`src/str_pkg.sv`:
```
// Constants and types shared by the segmented trigger recorder
package str_pkg;
  // ----------------------------------------
  // Register offsets
  // ----------------------------------------
  localparam int ADDR_W = 20;
  localparam logic [19:0] REG_SEG_LIMIT = 20'h02724;
  localparam logic [19:0] REG_TRIG_STYLE = 20'h3107e;
  localparam logic [19:0] REG_TRIG_COUNT = 20'h310c9;
  localparam logic [19:0] REG_MODE = 20'h0251c;
  localparam logic [19:0] REG_TOTAL = 20'h02710;
  localparam logic [19:0] REG_SEG_LEN = 20'h0271a;
  localparam logic [19:0] REG_POST_LEN = 20'h02774;
  // ----------------------------------------
  // Reset values and encodings
  // ----------------------------------------
  localparam logic [31:0] SEG_LIMIT_RST = 32'h0000_0000;
  localparam logic TRIG_STYLE_RST = 1'b0;
  localparam logic [7:0] MODE_RST = 8'h02;
  localparam logic [7:0] MODE_STD_MULTI = 8'h02;
  localparam logic [7:0] MODE_FIFO_MULTI = 8'h20;
  localparam logic [31:0] TOTAL_RST = 32'h0000_1000;
  localparam logic [31:0] SEG_LEN_RST = 32'h0000_0400;
  localparam logic [31:0] POST_LEN_RST = 32'h0000_0300;
  // ----------------------------------------
  // Memory geometry
  // ----------------------------------------
  localparam int CNT_W = 48;
  localparam logic [31:0] MEM_SAMPLES = 32'h0200_0000;
  localparam logic [1:0] BYTE_SHIFT = 2'h1;
  localparam logic [31:0] PRE_MAX_1CH = 32'h0000_1ff0;
  localparam logic [31:0] PRE_MAX_2CH = 32'h0000_0ff8;
  localparam logic [31:0] PRE_MAX_4CH = 32'h0000_07fc;
  localparam logic [31:0] PRE_MAX_8CH = 32'h0000_03fc;
  // ----------------------------------------
  // State
  // ----------------------------------------
  typedef enum logic [4:0] {
    ST_IDLE = 5'b00001,
    ST_FILL = 5'b00010,
    ST_ARMED = 5'b00100,
    ST_POST = 5'b01000,
    ST_DONE = 5'b10000
  } str_state_e;
endpackage

```
`src/str_trig_counter.sv`:
```
// Accepted non-forced trigger event counter
`timescale 1ns/1ps
module str_trig_counter
(
  input wire logic ref_clk_i,
  input wire logic rst_i,
  input wire logic clear_i,
  input wire logic count_i,
  output logic [str_pkg::CNT_W-1:0] count_o
);
  import str_pkg::*;

  typedef struct packed {
    logic [CNT_W-1:0] cnt;
  } str_cnt_s;

  str_cnt_s s;
  str_cnt_s next_s;

  always_comb
  begin
    next_s = s;
    if (clear_i)
    begin
      next_s.cnt = '0;
    end
    else if (count_i)
    begin
      next_s.cnt = s.cnt + {{(CNT_W-1){1'b0}}, 1'b1};
    end
  end

  always_ff @(posedge ref_clk_i)
  begin
    if (rst_i)
    begin
      s <= '0;
    end
    else
    begin
      s <= next_s;
    end
  end

  assign count_o = s.cnt;
endmodule

```
`src/str_recorder.sv`:
```
// Segmented trigger recording control
`timescale 1ns/1ps
module str_recorder
(
  input wire logic ref_clk_i,
  input wire logic rst_i,
  input wire logic [str_pkg::ADDR_W-1:0] reg_addr_i,
  input wire logic [31:0] reg_wdata_i,
  input wire logic reg_wr_i,
  input wire logic reg_rd_i,
  output logic [63:0] reg_rdata_o,
  input wire logic [1:0] chan_sel_i,
  input wire logic acq_start_i,
  input wire logic acq_stop_i,
  input wire logic sample_valid_i,
  input wire logic trig_i,
  input wire logic force_trig_i,
  input wire logic trig_internal_i,
  input wire logic trig_out_en_i,
  output logic trig_out_o,
  output logic timestamp_strobe_o,
  output logic [31:0] pre_event_length_o,
  output logic pre_event_length_error_o,
  output logic mem_we_o,
  output logic [39:0] mem_addr_o,
  output logic running_o,
  output logic acq_done_o
);
  import str_pkg::*;

  // ----------------------------------------
  // Decoding helpers
  // ----------------------------------------
  function automatic logic [31:0] pre_limit(input logic [1:0] sel);
    case (sel)
      2'h0: pre_limit = PRE_MAX_1CH;
      2'h1: pre_limit = PRE_MAX_2CH;
      2'h2: pre_limit = PRE_MAX_4CH;
      default: pre_limit = PRE_MAX_8CH;
    endcase
  endfunction

  function automatic logic [39:0] to_bytes(input logic [31:0] n, input logic [1:0] sel);
    to_bytes = {8'h00, n} << (BYTE_SHIFT + {1'b0, sel});
  endfunction

  // ----------------------------------------
  // State
  // ----------------------------------------
  typedef struct packed {
    str_state_e st;
    logic [31:0] seg_limit;
    logic style;
    logic [7:0] mode;
    logic [31:0] total;
    logic [31:0] seg_len;
    logic [31:0] post_len;
    logic [31:0] seg_cnt;
    logic [32:0] used;
    logic [31:0] pos;
    logic [31:0] fill;
    logic [31:0] postc;
    logic [39:0] base;
    logic tout;
    logic ts;
    logic done;
    logic err;
    logic we;
    logic [39:0] waddr;
    logic [63:0] rdata;
  } str_rec_s;

  str_rec_s s;
  str_rec_s next_s;
  logic [CNT_W-1:0] trig_count;
  logic [31:0] pre_len;
  logic [31:0] cap;
  logic [32:0] limit;
  logic accept;
  logic real_trig;
  logic active;
  logic seg_end;
  logic last_seg;
  logic [31:0] pos_inc;

  assign pre_len = s.seg_len - s.post_len;
  assign cap = MEM_SAMPLES >> chan_sel_i;
  assign limit = {1'b0, (s.total < cap) ? s.total : cap};
  assign accept = (s.st == ST_ARMED) && (trig_i || force_trig_i);
  assign real_trig = accept && trig_i;
  assign active = (s.st == ST_FILL) || (s.st == ST_ARMED) || (s.st == ST_POST);
  assign seg_end = (s.st == ST_POST) && sample_valid_i && (s.postc + 32'h1 >= s.post_len);
  assign last_seg = ((s.seg_limit != 32'h0) && (s.seg_cnt + 32'h1 == s.seg_limit))
    || ((s.mode == MODE_STD_MULTI) && (s.used + {1'b0, s.seg_len} + {1'b0, s.seg_len} > limit));
  assign pos_inc = (s.pos + 32'h1 >= s.seg_len) ? 32'h0 : s.pos + 32'h1;

  // ----------------------------------------
  // Counter
  // ----------------------------------------
  str_trig_counter u_cnt
  (
    .ref_clk_i(ref_clk_i),
    .rst_i(rst_i),
    .clear_i(acq_start_i),
    .count_i(real_trig && !acq_start_i),
    .count_o(trig_count)
  );

  // ----------------------------------------
  // Next state
  // ----------------------------------------
  always_comb
  begin
    next_s = s;
    next_s.ts = real_trig;
    next_s.err = (s.post_len > s.seg_len) || (pre_len > pre_limit(chan_sel_i));
    next_s.we = active && sample_valid_i;
    next_s.waddr = s.base + to_bytes(s.pos, chan_sel_i);
    if (reg_wr_i)
    begin
      case (reg_addr_i)
        REG_SEG_LIMIT: next_s.seg_limit = reg_wdata_i;
        REG_TRIG_STYLE: next_s.style = reg_wdata_i[0];
        REG_MODE: next_s.mode = reg_wdata_i[7:0];
        REG_TOTAL: next_s.total = reg_wdata_i;
        REG_SEG_LEN: next_s.seg_len = reg_wdata_i;
        REG_POST_LEN: next_s.post_len = reg_wdata_i;
        default: next_s.mode = s.mode;
      endcase
    end
    if (reg_rd_i)
    begin
      case (reg_addr_i)
        REG_SEG_LIMIT: next_s.rdata = {32'h0, s.seg_limit};
        REG_TRIG_STYLE: next_s.rdata = {63'h0, s.style};
        REG_MODE: next_s.rdata = {56'h0, s.mode};
        REG_TOTAL: next_s.rdata = {32'h0, s.total};
        REG_SEG_LEN: next_s.rdata = {32'h0, s.seg_len};
        REG_POST_LEN: next_s.rdata = {32'h0, s.post_len};
        REG_TRIG_COUNT: next_s.rdata = {16'h0, trig_count};
        default: next_s.rdata = 64'h0;
      endcase
    end
    case (s.st)
      ST_IDLE, ST_DONE:
      begin
        next_s.st = s.st;
      end
      ST_FILL:
      begin
        if (sample_valid_i)
        begin
          next_s.pos = pos_inc;
          next_s.fill = s.fill + 32'h1;
          if (s.fill + 32'h1 >= pre_len)
          begin
            next_s.st = ST_ARMED;
          end
        end
      end
      ST_ARMED:
      begin
        if (sample_valid_i)
        begin
          next_s.pos = pos_inc;
        end
        if (accept)
        begin
          next_s.st = ST_POST;
          next_s.postc = 32'h0;
          next_s.tout = trig_out_en_i && trig_internal_i;
        end
      end
      ST_POST:
      begin
        if (sample_valid_i)
        begin
          next_s.pos = pos_inc;
          next_s.postc = s.postc + 32'h1;
        end
        if (seg_end)
        begin
          next_s.seg_cnt = s.seg_cnt + 32'h1;
          next_s.used = s.used + {1'b0, s.seg_len};
          if (last_seg)
          begin
            next_s.st = ST_DONE;
            next_s.done = 1'b1;
            next_s.tout = 1'b0;
          end
          else
          begin
            next_s.base = s.base + to_bytes(s.seg_len, chan_sel_i);
            next_s.pos = 32'h0;
            next_s.fill = 32'h0;
            next_s.st = (pre_len == 32'h0) ? ST_ARMED : ST_FILL;
            next_s.tout = s.style && s.tout;
          end
        end
      end
      default:
      begin
        next_s.st = ST_IDLE;
      end
    endcase
    if (acq_stop_i && active)
    begin
      next_s.st = ST_DONE;
      next_s.done = 1'b1;
      next_s.tout = 1'b0;
    end
    if (acq_start_i)
    begin
      next_s.st = (pre_len == 32'h0) ? ST_ARMED : ST_FILL;
      next_s.seg_cnt = 32'h0;
      next_s.used = 33'h0;
      next_s.pos = 32'h0;
      next_s.fill = 32'h0;
      next_s.base = 40'h0;
      next_s.done = 1'b0;
      next_s.tout = 1'b0;
    end
  end

  always_ff @(posedge ref_clk_i)
  begin
    if (rst_i)
    begin
      s <= '0;
      s.st <= ST_IDLE;
      s.seg_limit <= SEG_LIMIT_RST;
      s.style <= TRIG_STYLE_RST;
      s.mode <= MODE_RST;
      s.total <= TOTAL_RST;
      s.seg_len <= SEG_LEN_RST;
      s.post_len <= POST_LEN_RST;
    end
    else
    begin
      s <= next_s;
    end
  end

  assign reg_rdata_o = s.rdata;
  assign trig_out_o = s.tout;
  assign timestamp_strobe_o = s.ts;
  assign pre_event_length_o = pre_len;
  assign pre_event_length_error_o = s.err;
  assign mem_we_o = s.we;
  assign mem_addr_o = s.waddr;
  assign running_o = active;
  assign acq_done_o = s.done;
endmodule

```
`config.mk`:
```
export PLATFORM = sky130hd
export DESIGN_NAME = str_recorder
export DESIGN_NICKNAME = d
export VERILOG_FILES = /design/src/str_pkg.sv /design/src/str_trig_counter.sv /design/src/str_recorder.sv
export SDC_FILE = /design/constraint.sdc
export NUM_CORES = 2
export LEC_CHECK = 0
export ABC_AREA = 1
export BUFFER_PORTS_ARGS = -buffer_cell sky130_fd_sc_hd__buf_2
export CORE_MARGIN = 2
export CORE_UTILIZATION = 40
export DETAILED_ROUTE_END_ITERATION = 12
export PLACE_DENSITY_LB_ADDON = 0.1
export SYNTH_ARGS = -nofsm -noshare
export SYNTH_HDL_FRONTEND = slang
export SYNTH_SLANG_ARGS = --single-unit
```
`constraint.sdc`:
```
create_clock -name ref_clk_i -period 8.8 [get_ports ref_clk_i]
set_input_delay 0.44 -clock ref_clk_i [delete_from_list [all_inputs] [get_ports ref_clk_i]]
set_output_delay 0.44 -clock ref_clk_i [all_outputs]
set_load 0.005 [all_outputs]
```
==> metrics.txt <==
Internal=3.96 mW; cell taking the most area after synthesis=dfxtp_1; GP Congestion=0.960; EDFF count, synth=0; # hold bufs at CTS=0; setup TNS=0 ps; # IOs=207; Netlist cell types=67; final hold violations=0; Synth Flop Type=dfxtp_1; Setup Viol. Count Final=0; drt initial violations=3054; Port Buf Inserts=190; routed vias/inst=5.37; Die Wd=314 um; H-tree levels=2; DRT antenna net count=0; arrival time worst endpoint=7900 ps; Seq cells post-synth=484; die height=314 um; Layout Skew=42.3 ps; CTS tree=done; worst min path class=in -> reg; pwr dens=130 mW/mm2; Post-CTS Setup Inserts=0; Root Driver=clkbuf_16; met1 usage=37.2%; grt met3 use=2.83%; Buf/Inv on CP=2; NetSw=1.49 mW; Final #Nets=6203; Final Cycle Share=82.9%; Residual DRC=0; leakage=18.7 nW; post-synth top area share=25.2%; cell mode on critical path=nand2_1; global-route wire length before repair=217 mm; DRT Pass-1 Iters=6; synthesized area=0.0385 mm2; Yosys warnings=0; Syn-to-layout area delta=8.66%; gr ovfl total=0; row cnt=113; crit path kind=reg -> reg; Worst EP required=9410 ps; clock insertion delay at the later pin of the skew report=700 ps; full die area=0.0988 mm2; via count=38300; cells resized by post-CTS repair=0; met2 Usage GRT=47.9%; core area=0.0952 mm2; sequential area share after synthesis=25.2%; Comb power frac=9.3%; Sw Ratio=27.4%; worst slew pin tran=1230 ps; slew margin rel.=17.6%; Clock Sinks=484; grt peak-use layer=met2; Final HPWL DP=114 mm; Crit path max-delay family=compound AO/OA/AOI/OAI gates; Setup crit end kind=register; dominant cells by area after synthesis=dfxtp_1 25%, nand2_1 11%, ha_1 10%, a21oi_1 8.5%, o21ai_0 7.1%; pin count of the biggest net entering global routing=82; post-layout minimum cycle time=7300 ps; number of antenna violations at the first check in global routing=4; total wire length=144 mm; Mapped Avg Cell Area=6.61 um2; Max VDD drop=0.143 mV; Clock Power Share=49.7%; vias in the first global route=36300; DR WL/cell=20.2 um; RSZ-0062 raised after global routing=false; pre-CTS setup slack=1460 ps; fin. max-slew vios=0; Slowest cell on crit path=inv_2; GRT Overall Usage=28.4%; Syn Inst Count=5830; largest fanout on the critical path=52; crit start category=register; Max Root-Sink Buffers=3; max-cap viol count=0; sequential share of power=40.9%; final worst slack=1500 ps; CTS buffer count=60; f_max=0.137 GHz; status=complete, no violations; share of cells above drive strength 1=7.60%; Crit path largest cell delay=620 ps; Starting Density=40.5%; fraction of registers with async set/reset=0%; clock transition at the registers of the reported paths=60 ps
[power by group through the flow]
| stage | Sequential, mW | Combinational [mW] | Clock (mW) |
|---|---|---|---|
| final | 2.23 | 0.509 | 2.71 |
| after global routing | 2.23 | 0.559 | 2.85 |
| after CTS | 2.23 | 0.505 | 2.76 |
| after detailed placement | 2.28 | 0.502 | 0 |
| after global placement | 2.28 | 0.502 | 0 |
| after floorplan | 2.27 | 0.370 | 0 |
[through the flow]
stage / hold WS (ps) / utilization [%] / cells / cell area, um2 / power, mW
floorplan: 439 / - / 5850 / 38600 / 2.64
finish: 45.3 / 44.0 / 7125 / 41900 / 5.45
detailed placement: 453 / 41.7 / 7014 / 39700 / 2.78
global placement: 449 / 41.7 / 7014 / 39700 / 2.78
global route: 30.5 / 44.0 / 7124 / 41900 / 5.64
CTS: 0.842 / 44.0 / 7123 / 41900 / 5.50
[cell families after synthesis]
| logic type | Yosys count | synth area share (%) |
|---|---|---|
| xor gates and xnor gates | 230 | 5.34 |
| AOI/OAI and AO/OA | 1518 | 21.7 |
| DFF | 484 | 25.2 |
| buffers and inverters | 1050 | 11.5 |
| other | 2 | 0.0195 |
| and+or+nand+nor | 2143 | 23.6 |
| adders and majority gates | 327 | 10.7 |
| muxes | 76 | 1.97 |
[worst register-to-register path, delay by kind of cell (launching register included)]
family          cells  cell delay, ps
xor+xnor            2             340
simple gates       17            2110
fa+ha+maj           4            1250
flops               1             390
compound gates     10            2460
buf+inv             2             690
[cell usage in the layout (no fill, tap or decap), types with 11 or more instances in the layout]
master        n
nand2_1    1166
inv_1       714
a21oi_1     653
o21ai_0     544
nor2_1      504
dfxtp_1     484
ha_1        320
buf_2       188
xor2_1      171
nand3_1     154
nand4_1      93
nor3_1       88
mux2i_1      76
a31oi_1      62
clkbuf_16    60
xnor2_1      55
a211oi_1     49
nor4_1       45
o22ai_1      44
buf_4        30
a21oi_2      29
a221oi_1     28
nand2_2      28
o21a_1       22
conb_1       22
o21bai_1     17
nor2_2       16
clkbuf_8     14
a21boi_0     13
clkbuf_1     13
a21o_1       11
inv_2        11
o31ai_1      11
[routing by layer]
layer | vias to the layer above | share of wire (%)
met2 | 964 | 46
met1 | 17700 | 45
li1 | 19400 | -
met5 | - | 0.024
met4 | 4 | 4.3
met3 | 232 | 4.2
[cell usage after synthesis (all sizes together) (2+ instances only)]
master / n
nand2: 1198
inv: 726
a21oi: 682
o21ai: 547
nor2: 525
dfxtp: 484
ha: 322
clkbuf: 188
xor2: 172
nand3: 164
buf: 131
nor3: 97
nand4: 95
mux2i: 76
a31oi: 62
xnor2: 56
a211oi: 49
nor4: 48
o22ai: 44
a221oi: 28
o21a: 22
o21bai: 19
a21boi: 15
a21o: 11
o31ai: 11
nand3b: 10
o211ai: 9
o221ai: 9
clkinv: 5
fa: 5
and3: 3
o2111ai: 3
a31o: 2
conb: 2
xnor3: 2
[registers in the layout (all words and copies together) (netlist names)]
register                  cells
s                           343
reg_rdata_o                  48
u_cnt.count_o                48
mem_addr_o                   40
acq_done_o                    1
mem_we_o                      1
pre_event_length_error_o      1
timestamp_strobe_o            1
trig_out_o                    1
[final cells by class]
type	instances	area (um2)
sequential	484	9690
multi-input combinational	4316	24500
inverter	731	2750
timing repair buffer	218	1170
tap	1265	1580
antenna	2	5.00
clock inverter	22	385
clock buffer	87	1740
fill	10100	53300
[final timing paths]
check | startpoint | end | slack, ps | cells past startpoint
setup / recovery | s[342] | s[111] | 1500 | 35
hold / removal | reg_wdata_i[17] | s[432] | 50 | 3
setup reg to reg | s[342] | s[111] | 1500 | 35
hold reg to reg | reg_rdata_o[3] | reg_rdata_o[3] | 460 | 2
Power figures use the tool's default switching activity.
